[src/common/lkd_defines.svh]
// constants for the lock detect and enable register bank
`ifndef LKD_DEFINES_SVH
`define LKD_DEFINES_SVH
// ------------------------------------------------------------
// register map
// ------------------------------------------------------------
`define LKD_ADDR_LOCK 6'h07
`define LKD_ADDR_ENABLE 6'h08
`define LKD_LOCK_RST 24'h00014d
`define LKD_ENABLE_RST 24'hc1beff
// lock detect configuration fields
`define LKD_CNT_HI 2
`define LKD_CNT_LO 0
`define LKD_LD_ON 3
`define LKD_WIN_DIGITAL 6
`define LKD_WIN_HI 9
`define LKD_WIN_LO 7
`define LKD_RATE_HI 11
`define LKD_RATE_LO 10
`define LKD_RELOCK_ONCE 13
// enable register fields
`define LKD_EN_BIAS 0
`define LKD_EN_CP 1
`define LKD_EN_PD 2
`define LKD_EN_REFBUF 3
`define LKD_EN_OSCBUF 4
`define LKD_EN_PIN 5
`define LKD_EN_PRESC 10
`define LKD_EN_HIREF 21
// ------------------------------------------------------------
// serial frame: rw, 6-bit address, 3-bit chip address, 24 data
// ------------------------------------------------------------
`define LKD_HDR_LEN 6'd10
`define LKD_FRAME_LEN 6'd34
`define LKD_HDR_RW 9
`define LKD_HDR_ADDR_HI 8
`define LKD_HDR_ADDR_LO 3
`define LKD_HDR_CHIP_HI 2
`define LKD_HDR_CHIP_LO 0
// synchroniser lanes
`define LKD_SY_SCK 0
`define LKD_SY_SEN 1
`define LKD_SY_SDI 2
`define LKD_SY_REF 3
`define LKD_SY_DIV 4
`endif

[src/common/lkd_pkg.sv]
// types shared by the lock detect and enable register bank
package lkd_pkg;
    typedef enum logic [1:0] {
        LKD_ST_IDLE = 2'b00,
        LKD_ST_HDR = 2'b01,
        LKD_ST_DATA = 2'b10
    } lkd_state_t;

    typedef struct packed {
        logic [4:0] s1;
        logic [4:0] s2;
        logic [4:0] prev;
        lkd_state_t st;
        logic [5:0] bitcnt;
        logic [9:0] hdr;
        logic [23:0] shin;
        logic [23:0] shout;
        logic [23:0] lock_cfg;
        logic [23:0] en_cfg;
        logic [2:0] presc;
        logic [7:0] elapsed;
        logic armed;
        logic [15:0] cnt;
        logic locked;
        logic relock_used;
        logic relock_start;
        logic pin_data;
        logic pin_oe_b;
    } lkd_state_s_t;
endpackage : lkd_pkg

[src/lkd_regs.sv]
// lock detector, its configuration registers and the block enables
// ------------------------------------------------------------
// Overview of operation
// - lock after programmed consecutive in-window comparisons, 5 up to 65535
// - bit 3 turns internal lock detection on, reset to one
// - bit 6 picks digital timer window or analog short window
// - bits 9:7 set digital window from half to 64 timer cycles
// - bits 11:10 set timer rate, 00 fastest, 11 slowest
// - bit 13 allows exactly one relock attempt after a lock failure
// - lock configuration register resets to 0x00014d
// - enable register resets to 0xc1beff, all enables active
// - bits 0 to 2 enable bias, charge pump, phase detector
// - bit 3 switches on the reference path buffer
// - bit 4 switches on the oscillator path buffer
// - bit 10 switches on oscillator buffer and prescaler bias
// - clearing bit 5 disables the shared lock and serial out pin
// - bit 5 with always-drive set drives the pin all the time
// - otherwise the pin is released while another chip is addressed
// ------------------------------------------------------------
`include "lkd_defines.svh"

module lkd_regs #(
    parameter logic [2:0] CHIP_ADDR = 3'h0 // own chip address on a shared bus
) (
    input wire logic clk, // 40 MHz block clock
    input wire logic rst_b, // synchronous reset, active low
    input wire logic serial_clock, // serial port clock pin
    input wire logic serial_enable, // serial frame enable pin, high in a frame
    input wire logic serial_data_in, // serial data pin, sampled on rising clock
    input wire logic ref_pulse, // reference side of the phase comparison
    input wire logic div_pulse, // divided oscillator side of the comparison
    input wire logic sdo_always_drive, // register 0x0f bit 7, same clock
    output logic lock_or_serial_out_pin, // shared lock / serial data output
    output logic lock_or_serial_out_oe_b, // low while the pin is driven
    output logic bias_on, // main bias reference enable
    output logic charge_pump_on, // charge pump enable
    output logic phase_detector_on, // phase detector enable
    output logic reference_buffer_on, // reference path buffer enable
    output logic oscillator_buffer_on, // oscillator path buffer enable
    output logic prescaler_bias_on, // oscillator buffer and prescaler bias
    output logic high_freq_reference, // reference range select
    output logic lock_detected, // lock indication
    output logic relock_start // one-cycle relock request
);
    import lkd_pkg::*;

    lkd_state_s_t q;
    lkd_state_s_t n;
    logic [4:0] rise;
    logic [4:0] fall;
    logic [23:0] rd_data;
    logic hdr_match;
    logic [15:0] target;
    logic [7:0] limit;
    logic [2:0] tick_max;
    logic cmp_valid;
    logic cmp_in;
    logic wr_commit;

    // ------------------------------------------------------------
    // decode of configuration fields
    // ------------------------------------------------------------
    // count table
    always_comb begin
        case (q.lock_cfg[`LKD_CNT_HI:`LKD_CNT_LO])
            3'h0: target = 16'h0005;
            3'h1: target = 16'h0020;
            3'h2: target = 16'h0060;
            3'h3: target = 16'h0100;
            3'h4: target = 16'h0200;
            3'h5: target = 16'h0800;
            3'h6: target = 16'h2000;
            3'h7: target = 16'hffff;
            default: target = 16'hffff;
        endcase
    end

    // window length in timer ticks, half cycle means same clock
    always_comb begin
        case (q.lock_cfg[`LKD_WIN_HI:`LKD_WIN_LO])
            3'h0: limit = 8'h00;
            3'h1: limit = 8'h01;
            3'h2: limit = 8'h02;
            3'h3: limit = 8'h04;
            3'h4: limit = 8'h08;
            3'h5: limit = 8'h10;
            3'h6: limit = 8'h20;
            3'h7: limit = 8'h40;
            default: limit = 8'h40;
        endcase
    end

    // timer prescale, a slower timer stretches the same window
    always_comb begin
        case (q.lock_cfg[`LKD_RATE_HI:`LKD_RATE_LO])
            2'h0: tick_max = 3'h0;
            2'h1: tick_max = 3'h1;
            2'h2: tick_max = 3'h3;
            2'h3: tick_max = 3'h7;
            default: tick_max = 3'h7;
        endcase
    end

    // read data for the addressed register, unmapped reads give zero
    always_comb begin
        case (q.hdr[`LKD_HDR_ADDR_HI:`LKD_HDR_ADDR_LO])
            `LKD_ADDR_LOCK: rd_data = q.lock_cfg;
            `LKD_ADDR_ENABLE: rd_data = q.en_cfg;
            default: rd_data = 24'h000000;
        endcase
    end

    assign hdr_match = (q.hdr[`LKD_HDR_CHIP_HI:`LKD_HDR_CHIP_LO] == CHIP_ADDR);
    assign rise = q.s2 & ~q.prev;
    assign fall = ~q.s2 & q.prev;
    assign wr_commit = (q.st == LKD_ST_DATA) && !q.s2[`LKD_SY_SEN]
        && (q.bitcnt == `LKD_FRAME_LEN) && !q.hdr[`LKD_HDR_RW] && hdr_match;

    // ------------------------------------------------------------
    // phase comparison
    // ------------------------------------------------------------
    // a reference edge arms the window; a second reference edge with no
    // divided edge in between counts as a failed comparison
    always_comb begin
        cmp_valid = 1'b0;
        cmp_in = 1'b0;
        if (rise[`LKD_SY_DIV]) begin
            cmp_valid = 1'b1;
            if (rise[`LKD_SY_REF]) begin
                cmp_in = 1'b1;
            end else if (q.lock_cfg[`LKD_WIN_DIGITAL]) begin
                // strictly below: the tick count lags the reference edge by one clock,
                // so a half cycle window accepts only edges in the same clock
                cmp_in = q.armed && (q.elapsed < limit);
            end else begin
                cmp_in = 1'b0;
            end
        end else if (rise[`LKD_SY_REF] && q.armed) begin
            cmp_valid = 1'b1;
        end
    end

    // ------------------------------------------------------------
    // next state
    // ------------------------------------------------------------
    always_comb begin
        n = q;
        // only the second stage reads the first
        n.s1 = {div_pulse, ref_pulse, serial_data_in, serial_enable, serial_clock};
        n.s2 = q.s1;
        n.prev = q.s2;
        n.relock_start = 1'b0;

        // serial frame engine
        case (q.st)
            LKD_ST_IDLE: begin
                if (rise[`LKD_SY_SEN]) begin
                    n.st = LKD_ST_HDR;
                    n.bitcnt = 6'd0;
                end
            end
            LKD_ST_HDR: begin
                if (rise[`LKD_SY_SCK]) begin
                    n.bitcnt = q.bitcnt + 6'd1;
                    n.hdr = {q.hdr[8:0], q.s2[`LKD_SY_SDI]};
                    if (q.bitcnt + 6'd1 == `LKD_HDR_LEN) begin
                        n.st = LKD_ST_DATA;
                    end
                end
            end
            LKD_ST_DATA: begin
                if (rise[`LKD_SY_SCK] && q.bitcnt != `LKD_FRAME_LEN) begin
                    n.bitcnt = q.bitcnt + 6'd1;
                    n.shin = {q.shin[22:0], q.s2[`LKD_SY_SDI]};
                end
                // first falling edge after the header loads, later ones shift
                if (fall[`LKD_SY_SCK]) begin
                    if (q.bitcnt == `LKD_HDR_LEN) begin
                        n.shout = rd_data;
                    end else begin
                        n.shout = {q.shout[22:0], 1'b0};
                    end
                end
            end
            default: begin
                n.st = LKD_ST_IDLE;
            end
        endcase

        // frame end; short or foreign frames change nothing
        if (q.st != LKD_ST_IDLE && !q.s2[`LKD_SY_SEN]) begin
            n.st = LKD_ST_IDLE;
        end
        if (wr_commit) begin
            case (q.hdr[`LKD_HDR_ADDR_HI:`LKD_HDR_ADDR_LO])
                `LKD_ADDR_LOCK: begin
                    n.lock_cfg = q.shin;
                    // reprogramming rearms the single relock attempt
                    n.relock_used = 1'b0;
                end
                `LKD_ADDR_ENABLE: n.en_cfg = q.shin;
                default: n.st = LKD_ST_IDLE;
            endcase
        end

        // window timer runs from the last reference edge, saturating
        if (q.presc == tick_max) begin
            n.presc = 3'h0;
            if (q.elapsed != 8'hff) begin
                n.elapsed = q.elapsed + 8'h01;
            end
        end else begin
            n.presc = q.presc + 3'h1;
        end
        if (rise[`LKD_SY_REF] && !rise[`LKD_SY_DIV]) begin
            n.armed = 1'b1;
            n.elapsed = 8'h00;
            n.presc = 3'h0;
        end else if (rise[`LKD_SY_DIV]) begin
            n.armed = 1'b0;
        end

        if (!q.lock_cfg[`LKD_LD_ON]) begin
            n.cnt = 16'h0000;
            n.locked = 1'b0;
            n.armed = 1'b0;
        end else if (cmp_valid && cmp_in) begin
            if (q.cnt != target) begin
                n.cnt = q.cnt + 16'h0001;
            end
            n.locked = ({1'b0, q.cnt} + 17'h00001) >= {1'b0, target};
        end else if (cmp_valid) begin
            n.cnt = 16'h0000;
            n.locked = 1'b0;
            if (q.locked && q.lock_cfg[`LKD_RELOCK_ONCE] && !q.relock_used) begin
                n.relock_start = 1'b1;
                n.relock_used = 1'b1;
            end
        end

        // shared pin: read data during a matched read, lock otherwise
        n.pin_data = (q.st == LKD_ST_DATA && q.hdr[`LKD_HDR_RW] && hdr_match)
            ? q.shout[23] : q.locked;
        if (!q.en_cfg[`LKD_EN_PIN]) begin
            n.pin_oe_b = 1'b1;
        end else if (sdo_always_drive) begin
            n.pin_oe_b = 1'b0;
        end else begin
            n.pin_oe_b = (q.st == LKD_ST_DATA) && !hdr_match;
        end
    end

    // ------------------------------------------------------------
    // state register
    // ------------------------------------------------------------
    always_ff @(posedge clk) begin
        if (!rst_b) begin
            q <= '0;
            q.st <= LKD_ST_IDLE;
            q.lock_cfg <= `LKD_LOCK_RST;
            q.en_cfg <= `LKD_ENABLE_RST;
            q.pin_oe_b <= 1'b1;
        end else begin
            q <= n;
        end
    end

    // ------------------------------------------------------------
    // outputs, all from flops
    // ------------------------------------------------------------
    assign bias_on = q.en_cfg[`LKD_EN_BIAS];
    assign charge_pump_on = q.en_cfg[`LKD_EN_CP];
    assign phase_detector_on = q.en_cfg[`LKD_EN_PD];
    assign reference_buffer_on = q.en_cfg[`LKD_EN_REFBUF];
    assign oscillator_buffer_on = q.en_cfg[`LKD_EN_OSCBUF];
    assign prescaler_bias_on = q.en_cfg[`LKD_EN_PRESC];
    assign high_freq_reference = q.en_cfg[`LKD_EN_HIREF];
    assign lock_detected = q.locked;
    assign relock_start = q.relock_start;
    assign lock_or_serial_out_pin = q.pin_data;
    assign lock_or_serial_out_oe_b = q.pin_oe_b;
endmodule : lkd_regs

[config.mk]
export PLATFORM = sky130hd
export DESIGN_NAME = lkd_regs
export DESIGN_NICKNAME = d
export VERILOG_FILES = /design/src/common/lkd_pkg.sv /design/src/lkd_regs.sv
export VERILOG_INCLUDE_DIRS = /design/src /design/src/common
export SDC_FILE = /design/constraint.sdc
export NUM_CORES = 1
export LEC_CHECK = 0
export BUFFER_PORTS_ARGS = -buffer_cell sky130_fd_sc_hd__buf_2
export CORE_MARGIN = 8
export CORE_UTILIZATION = 55
export DETAILED_ROUTE_END_ITERATION = 12
export PLACE_DENSITY = 0.79
export SETUP_SLACK_MARGIN = 0.2
export SYNTH_ARGS = -nofsm -noshare
export SYNTH_HDL_FRONTEND = slang
export SYNTH_SLANG_ARGS = --single-unit
[constraint.sdc]
create_clock -name clk -period 4 [get_ports clk]
set_input_delay 1.2 -clock clk [delete_from_list [all_inputs] [get_ports clk]]
set_output_delay 1.2 -clock clk [all_outputs]
set_load 0.01 [all_outputs]
==> flow_summary.yaml, run 1 <==
outcome:
  status: "finished clean"
die:
  placeable_core_area_um2: 14500
  die_height_um: 137
  initial_utilization_pct: 56.0
  die_area_um2: 18900
  die-width_um: 137
  core.rowCount: 44
  io_pins: 19
synthesis:
  ys_dominant_reg_cell: "dfxtp_1"
  postSynth.asyncResetShare_pct: 0
  synth-seq-area-share_pct: 43.5
  syn_area_um2: 8100
  synth_edf_count: 0
  cell_count_after_synthesis: 948
  yosysWarnings: 0
  synth_cell_type_count: 64
  postSynthNetCount: 992
  avgSynthCellArea_um2: 8.55
  synth_seq_cells: 176
critical_path:
  crit_path_max_incr_delay_ns: 0.39
  timing.reg2reg.setup_slack_ns: 1.06
  cp_max_delay_cell: "nand2b_4"
  r2r-end: "target[5]$_DFF_P_"
  endpoint_kind: "flop"
  cp_data_required_time_ns: 4.32
  timing.critical_path.to: "target[5]$_DFF_P_"
  worst_setup_path_startpoint: "q[145]$_SDFF_PN0_"
  critPathKind: "flop to flop"
  setup.worst_path.start_class: "flop"
  crit_arrival_ns: 3.27
  worst-r2r-cell-count: 10
  worst_path_fanout_max: 30
  worstReg2RegStart: "q[145]$_SDFF_PN0_"
  path_cells: "inv_1 -> ha_1 -> nor4b_2 -> nand4_1 -> nand2b_4 -> mux2i_1 -> nor2b_1 -> inv_1 -> ha_1 -> mux2_2"
clocking:
  cts.root.buffer_cell: "clkbuf_16"
  cts-resized-gates: 0
  clock_tree_from_tritoncts: "yes"
  hold_fix_buffer_count_after_cts: 0
  cts_sinks: 176
  postCtsSetupBuffers: 0
  number_of_cts_inserted_buffers: 17
  cts-htree-levels: 4
  worstSkewPairLatency_ns: 0.43
  worst_setup_hold_path_clk_slew_ns: 0.07
  cts-root-to-sink-buffers: 2
global_route:
  grt-ovfl-total: 0
  grt_usage_pct: 18.7
  number_of_antenna_violations_at_the_first_check_in_global_routing: 0
  first_pass_grt_wire_length_um: 28600
  grt_start_max_net_pins: 105
  vias_in_the_first_global_route: 5972
cells_and_area:
  final-instance-count-excl-fill: 1137
  synthesis_to_layout_area_growth_pct: 9.13
  antenna_cells_inserted: 0
  final-seq-area_um2: 3520
  layout.nets: 984
  drive_above_1_share_pct: 7.97
  layout_commonest_cell: "dfxtp_1"
  footprint_of_the_multi_input_gates_um2: 4250
  final_core_util_pct: 61.1
  final.fill_count: 1273
  layout_common_cells: "dfxtp_1, nand2_1, nor2_1, a21boi_0, a21oi_1"
power_and_ir_drop:
  vdd.ir_drop.worst_v: 0.000294
  p_leak_uw: 0.00331
  internal_cell_power_uw: 2620
  share_clk_of_total_power_pct: 46.3
  switching_share_pct: 23.8
  share_seq_of_total_power_pct: 51.4
  logic_pwr_share_pct: 2.3
  power_per_cell_area_nw_per_um2: 389
  net-switching-power_uw: 820
drt:
  first_pass_iters: 7
  routed_via_density: 5.66
  ant_nets: 0
  drt_drc_violations_left: 0
  wl_per_cell_um: 14.7
  num_vias: 6433
  routed_wirelength_um: 16700
  first_iter_violations: 473
placed_design:
  pre_cts_ws_ns: 0.976
  place_hpwl_um: 10800
  dp.cells: 1105
  io_buffers: 18
  place_congestion: 0.828
sta:
  skew_ns: 0.0110
  grt_setup_unrepaired: "no"
  setup_viol_count_final: 0
  tcrit_tclk_final_pct: 73.6
  report.final.slew_viol_count: 0
  fin_crit_ns: 2.94
  setup_slack_ns: 1.06
  slew-limit-headroom_pct: 27.5
  highest_clock_frequency_the_design_can_meet_mhz: 340
  final.setup.tns_ns: 0
  tightest_slew_ns: 1.09
  finalHoldViolations: 0
min_path:
  hold_path.class: "flop to flop"
  holdCritStartpoint: "n[152]$_SDFF_PN0_"
job:
  maxCapViolations: 0
## synthesized netlist by cell type (23+ instances only)
| cell type | instances | area (um2) |
|---|---|---|
| a211oi_1 | 26 | 195 |
| a21boi_0 | 52 | 390 |
| clkbuf_1 | 37 | 139 |
| and2_1 | 23 | 144 |
| nand3_1 | 36 | 180 |
| nor2_1 | 52 | 195 |
| dfxtp_1 | 176 | 3520 |
| nand2_1 | 169 | 634 |
| a21oi_1 | 48 | 240 |
| a22oi_1 | 24 | 180 |
| inv_1 | 30 | 113 |
| nor2b_1 | 42 | 263 |
| ha_1 | 36 | 450 |
## per-layer routing
| metal | GRT usage [%] | wire length [um] |
|---|---|---|
| met1 | 23.3 | 7740 |
| met2 | 31.0 | 8000 |
| met3 | 4.34 | 582 |
| met4 | 7.06 | 388 |
| met5 | 0 | 0 |
## metrics by stage
step / area (um2) / hold WS (ns) / total power [uW]
after floorplan: 8100 / 0.397 / 1870
after global placement: 8270 / 0.413 / 1890
after CTS: 8840 / 0.436 / 3470
after global routing: 8840 / 0.459 / 3550
final: 8840 / 0.435 / 3440
after detailed placement: 8270 / 0.420 / 1890
## kinds of logic after synthesis
kind of cell	synth area share [%]
and+or+nand+nor	23.8
AOI/OAI and AO/OA	18.9
adders and majority gates	5.56
xor gates and xnor gates	1.84
DFF	43.5
buffers and inverters	4.14
muxes	2.29
## worst min path at each step
| stage | endpoint | slack, ns | depth (start not counted) |
|---|---|---|---|
| global placement | n[149]$_SDFF_PN0_ | 0.41 | 1 |
| finish | n[147]$_SDFF_PN0_ | 0.43 | 1 |
| CTS | n[151]$_SDFF_PN0_ | 0.44 | 1 |
| global route | n[151]$_SDFF_PN0_ | 0.46 | 1 |
| detailed placement | n[151]$_SDFF_PN0_ | 0.42 | 1 |
| floorplan | lock_or_serial_out_oe_b$_SDFF_PN1_ | 0.40 | 1 |
## state kept, by name (all words and copies together) (netlist names), 7 cells and up
signal / count
limit: 7
n: 10
q: 140
target: 8
## critical path, delay by kind of cell, from the launching register on
family                     cells  cell delay, ns
muxes                          2            0.48
adders and majority gates      2            0.60
DFF                            1            0.34
and+or+nand+nor                4            1.24
buffers and inverters          2            0.18
## power groups by stage
stage	registers (uW)	logic, uW	clock network, uW
5_1_grt	1770	89.0	1690
3_5_place_dp	1810	79.3	0
6_report	1770	79.5	1600
4_1_cts	1770	80.1	1620
2_1_floorplan	1810	61.2	0
3_3_place_gp	1810	79.4	0
## area by class of cell
class                      instances  area share, %
clock buffer                      17           4.81
inverter                          31           1.32
sequential                       176           39.8
timing repair buffer              26           1.73
multi-input combinational        688           48.1
tap                              184           2.60
clock inverter                    15           1.63
Power figures use the tool's default switching activity.
==> run 2, diff against run 1 <==
clock period = 2.8 ns   (was 4 ns; I/O delays follow)
==> run 2 against run 1 <==
Compared with the run above:
- sequential power grew 43%
- clock-buffer cell count grew 3
- core utilization grew 1.1 points
- critical path depth grew 1
- die area is the same
- worst hold slack lost 0.0041 ns
- global-route usage shrank 0.21 points
- sequential share of layout area shrank 0.69 points
- non-clock buffer count grew 13
- clock power grew 41%
- clock skew shrank 0.0030 ns
- largest cell class unchanged
==> flow_summary.yaml, run 2 (synthesis gave the netlist of run 1 again) <==
sta:
  fin_crit_ns: 2.47
  slew-limit-headroom_pct: 40.8
  hold-worst-slack_ns: 0.430
  tcrit_tclk_final_pct: 88.1
  highest_clock_frequency_the_design_can_meet_mhz: 405
  final.setup.tns_ns: 0
  report.final.slew_viol_count: 0
  finalHoldViolations: 0
  setup_viol_count_final: 0
  skew_ns: 0.00799
  tightest_slew_ns: 0.879
  grt_setup_unrepaired: "yes"
die:
  die-width_um: 137
  core.rowCount: 44
  initial_utilization_pct: 56.0
  placeable_core_area_um2: 14500
  die_height_um: 137
  io_pins: 19
  die_area_um2: 18900
critical_path:
  cp_data_required_time_ns: 3.10
  timing.reg2reg.setup_slack_ns: 0.33
  critPathKind: "flop to flop"
  r2r-end: "lock_detected$_SDFFE_PN0P_"
  endpoint_kind: "flop"
  timing.critical_path.to: "lock_detected$_SDFFE_PN0P_"
  worstReg2RegStart: "q[6]$_SDFFE_PN0P_"
  setup.worst_path.start_class: "flop"
  crit_arrival_ns: 2.77
  worst_path_fanout_max: 6
  worst-r2r-cell-count: 11
  worst_setup_path_startpoint: "q[6]$_SDFFE_PN0P_"
drt:
  num_vias: 6420
  wl_per_cell_um: 14.6
  first_iter_violations: 520
  drt_drc_violations_left: 0
  ant_nets: 0
  routed_wirelength_um: 16700
  first_pass_iters: 5
  routed_via_density: 5.59
clocking:
  clock_tree_from_tritoncts: "yes"
  cts.root.buffer_cell: "clkbuf_16"
  hold_fix_buffer_count_after_cts: 0
  cts-root-to-sink-buffers: 2
  cts_sinks: 176
  worstSkewPairLatency_ns: 0.42
  cts-htree-levels: 4
  worst_setup_hold_path_clk_slew_ns: 0.06
  number_of_cts_inserted_buffers: 17
cells_and_area:
  synthesis_to_layout_area_growth_pct: 11.0
  antenna_cells_inserted: 0
  largest_register_ffs: 140
  regMostFlops: "q"
  layout.nets: 997
  drive_above_1_share_pct: 9.53
  layout_common_cells: "dfxtp_1, nand2_1, a21boi_0, nor2_1, a21oi_1"
  layout_commonest_cell: "dfxtp_1"
min_path:
  hold_path.class: "flop to flop"
global_route:
  first_pass_grt_wire_length_um: 28700
  grt-ovfl-total: 0
  vias_in_the_first_global_route: 6139
  grt_start_max_net_pins: 141
  grt_usage_pct: 18.5
  number_of_antenna_violations_at_the_first_check_in_global_routing: 0
placed_design:
  place_hpwl_um: 10800
  place_congestion: 0.873
  io_buffers: 18
power_and_ir_drop:
  power_per_cell_area_nw_per_um2: 545
  vdd.ir_drop.worst_v: 0.000420
  p_leak_uw: 0.00338
job:
  maxCapViolations: 0
outcome:
  status: "finished clean"
==> run 2: layer usage <==
| layer | vias up | part of all wire, % | GRT usage, % |
|---|---|---|---|
| li1 | 3290 | - | - |
| met1 | 2984 | 46 | 23.5 |
| met2 | 126 | 48 | 30.6 |
| met3 | 20 | 4.0 | 3.98 |
| met4 | 0 | 1.7 | 6.16 |
| met5 | - | 0 | 0 |
==> run 2: how the worst min path moves through the flow <==
stage	endpoint	slack, ns	depth (start not counted)	startpoint
final	n[148]$_SDFF_PN0_	0.43	1	n[153]$_SDFF_PN0_
after global routing	n[148]$_SDFF_PN0_	0.46	1	n[153]$_SDFF_PN0_
after CTS	n[148]$_SDFF_PN0_	0.43	1	n[153]$_SDFF_PN0_
after detailed placement	n[148]$_SDFF_PN0_	0.42	1	n[153]$_SDFF_PN0_
after global placement	n[148]$_SDFF_PN0_	0.41	1	n[153]$_SDFF_PN0_
after floorplan	lock_or_serial_out_oe_b$_SDFF_PN1_	0.40	1	q[38]$_SDFFE_PN1P_
==> run 2: through the flow <==
stage | power (uW) | instances | cell area, um2 | setup slack (ns) | utilization (%)
3_5_place_dp | 2700 | 1116 | 8390 | 0.158 | 57.9
2_1_floorplan | 2670 | 948 | 8110 | 0.209 | -
6_report | 4900 | 1149 | 9000 | 0.332 | 62.1
5_1_grt | 5060 | 1149 | 9000 | 0.124 | 62.1
3_3_place_gp | 2700 | 1116 | 8390 | 0.252 | 57.9
4_1_cts | 4940 | 1147 | 8950 | 0.213 | 61.8
==> run 2: layout make-up <==
type,count,area [um2]
clock inverters,11,106
inverters,31,116
repair buffers,39,275
flip-flops and latches,176,3520
multi-input cells,688,4290
fillers,1222,5480
clock buffers,20,457
well taps,184,230
==> run 2: critical path: stages (launching register included) <==
cell and delay (ns):
dfxtp_1 0.41, ha_1 0.23, nand3_2 0.14, nor2_2 0.18, and3_1 0.19, xor2_1 0.19, ha_1 0.27, a21o_1 0.16
a21o_1 0.18, a31o_2 0.21, o311ai_1 0.08, a21oi_1 0.09
==> run 2: repair_timing <==
action	4_1_cts	5_1_grt
endpoints found under the setup margin	1	18
pin swaps	0	0
buffers inserted	0	2
gates resized for setup	1	6
==> run 2: power by group <==
group | internal, uW | switching (uW) | leakage, uW | total, uW
clock network | 1270 | 984 | 0.000269 | 2260
registers | 2520 | 10.5 | 0.00142 | 2530
logic | 51.0 | 65.2 | 0.00169 | 116
total | 3840 | 1060 | 0.00338 | 4900
==> run 3, diff against run 2 <==
ABC_AREA = 1   (was unset)
==> run 3 against run 2 <==
Compared with the run above:
- routed wire length is 6.9% higher
- register-to-register slack improved by 0.099 ns
- critical path type unchanged
- sequential share of layout area barely moved
- clock skew grew 0.0023 ns
- setup slack gained 0.099 ns
- total power rose by 3.6%
- critical path depth increased by 4
- first-iteration DRC count grew 5.4%
- critical endpoint unchanged
- die area rose by 0.67%
- clock power increased by 7%
==> flow_summary.yaml, run 3 <==
clocking:
  cts-root-to-sink-buffers: 2
  number_of_cts_inserted_buffers: 17
  cts.root.buffer_cell: "clkbuf_16"
  clock_tree_from_tritoncts: "yes"
  cts-htree-levels: 4
  worstSkewPairLatency_ns: 0.43
  worst_setup_hold_path_clk_slew_ns: 0.07
  cts_sinks: 176
power_and_ir_drop:
  power_per_cell_area_nw_per_um2: 563
  internal_cell_power_uw: 3940
  share_clk_of_total_power_pct: 47.6
  p_leak_uw: 0.00382
  vdd.ir_drop.worst_v: 0.000450
  logic_pwr_share_pct: 2.6
  switching_share_pct: 22.4
  net-switching-power_uw: 1140
  share_seq_of_total_power_pct: 49.8
cells_and_area:
  regMostFlops: "q"
  largest_register_ffs: 140
  layout_common_cells: "dfxtp_1, nand2_1, inv_1, a21oi_1, o21ai_0"
  final-instance-count-excl-fill: 1267
  layout_commonest_cell: "dfxtp_1"
  drive_above_1_share_pct: 10.1
  antenna_cells_inserted: 0
  layout.nets: 1115
  synthesis_to_layout_area_growth_pct: 10.5
critical_path:
  worstReg2RegStart: "q[6]$_SDFFE_PN0P_"
  endpoint_kind: "flop"
  critPathKind: "flop to flop"
  cp_data_required_time_ns: 3.17
  setup.worst_path.start_class: "flop"
  worst_path_fanout_max: 5
  worst_setup_path_startpoint: "q[6]$_SDFFE_PN0P_"
  crit_arrival_ns: 2.74
synthesis:
  cell_count_after_synthesis: 1064
  yosysWarnings: 0
  synth_seq_cells: 176
  post-synth-top-area-fraction_pct: 43.2
  synth-seq-area-share_pct: 43.2
  leading_cell_type_by_number_of_instances_after_synthesis: "dfxtp_1"
  avgSynthCellArea_um2: 7.67
  synth_largest_area_cell: "dfxtp_1"
  ys_dominant_reg_cell: "dfxtp_1"
  syn_area_um2: 8160
  synth_cell_type_count: 51
  synthTopCellsByArea: "dfxtp_1, a21oi_1, nand2_1"
  postSynth.asyncResetShare_pct: 0
  synth.cells.most_frequent: "dfxtp_1, nand2_1, inv_1, a21oi_1, o21ai_0"
  postSynthNetCount: 1108
  synth_edf_count: 0
sta:
  fin_crit_ns: 2.37
  report.final.slew_viol_count: 0
  grt_setup_unrepaired: "no"
  setup_viol_count_final: 0
  finalHoldViolations: 0
  tightest_slew_ns: 0.554
  slew-limit-headroom_pct: 63.0
  final.setup.tns_ns: 0
  highest_clock_frequency_the_design_can_meet_mhz: 422
  skew_ns: 0.0103
  tcrit_tclk_final_pct: 84.6
drt:
  first_iter_violations: 548
  num_vias: 6958
  routed_via_density: 5.49
  ant_nets: 0
  first_pass_iters: 7
  wl_per_cell_um: 14.1
  drt_drc_violations_left: 0
  routed_wirelength_um: 17900
placed_design:
  dp.cells: 1232
  place_congestion: 0.902
  io_buffers: 18
  place_hpwl_um: 12200
global_route:
  grt-ovfl-total: 0
  vias_in_the_first_global_route: 6376
  grt_start_max_net_pins: 49
  grt_usage_pct: 19.7
  first_pass_grt_wire_length_um: 30000
  number_of_antenna_violations_at_the_first_check_in_global_routing: 0
die:
  die_height_um: 138
  initial_utilization_pct: 56.2
  io_pins: 19
  core.rowCount: 44
  placeable_core_area_um2: 14500
  die-width_um: 138
  die_area_um2: 19000
job:
  maxCapViolations: 0
min_path:
  hold_path.class: "flop to flop"
  holdCritStartpoint: "n[155]$_SDFF_PN0_"
outcome:
  status: "finished clean"
## run 3: changes by cell type after synthesis, sizes merged, moves of 12 or more
cell	previous run	this run
a21boi	53	1
o21ai	25	120
inv	30	159
nand2b	12	0
o211ai	3	35
a22oi	24	0
nor2b	42	0
mux2i	14	0
a21oi	48	130
a211oi	26	2
nand3	36	66
and2	23	0
## run 3: path summary, 6_finish.rpt
kind                                endpoint  slack (ns)  depth (start not counted)
setup / recovery  lock_detected$_SDFFE_PN0P_        0.43                         15
hold / removal             n[150]$_SDFF_PN0_        0.41                          2
setup reg to reg  lock_detected$_SDFFE_PN0P_        0.43                         15
hold reg to reg            n[150]$_SDFF_PN0_        0.41                          2
## run 3: final cells by class
class	instances	area [um2]
inverters	161	609
flip-flops and latches	176	3530
multi-input cells	679	3820
repair buffers	36	228
fillers	1239	5510
well taps	184	230
clock buffers	19	453
clock inverters	12	145
## run 3: what timing repair did
action,in CTS,in global routing
hold buffers,0,0
endpoints found under the setup margin,0,5
setup buffers,0,4
gates resized for setup,0,11
## run 3: through the flow
stage	power, uW	hold slack [ns]	instance area [um2]	utilization, %	setup WS, ns
2_1_floorplan	2680	0.390	8160	-	0.525
3_3_place_gp	2720	0.395	8370	57.6	0.326
3_5_place_dp	2720	0.401	8370	57.6	0.238
4_1_cts	5120	0.417	8970	61.7	0.223
5_1_grt	5230	0.442	9020	62.1	0.184
6_report	5080	0.413	9020	62.1	0.432
## run 3: per-layer routing
layer	up-vias	global-route usage, %	part of all wire, %
li1	3548	-	-
met1	3195	24.3	45
met2	182	33.0	49
met3	33	4.41	4.9
met4	0	7.46	1.6
met5	-	0	0
## run 3: cell families after synthesis
kind of cell    Yosys count  share of synthesized area (%)
xor+xnor                 20                           2.15
simple gates            322                           18.5
fa+ha+maj                36                           5.52
compound gates          301                           20.4
buf+inv                 209                           10.3
flops                   176                           43.2
## run 3: power by group through the flow
stage                     Clock [uW]  Combinational, uW  Sequential [uW]
after detailed placement           0                132             2590
final                           2420                133             2530
after CTS                       2450                133             2530
after global routing            2550                150             2530
after global placement             0                130             2590
after floorplan                    0               97.6             2580
## run 3: worst max-delay path, stage by stage, from the launching register on
cell and delay (ns):
dfxtp_2 0.36, ha_2 0.20, nand3_2 0.13, nor2_4 0.14, nand2_1 0.10, nor2_2 0.13, nand2_1 0.08, xor2_1 0.16
ha_1 0.30, nand2_1 0.07, inv_1 0.08, nand4_1 0.11, nand3b_1 0.18, nand3_1 0.09, nand2_1 0.05, a21oi_1 0.12
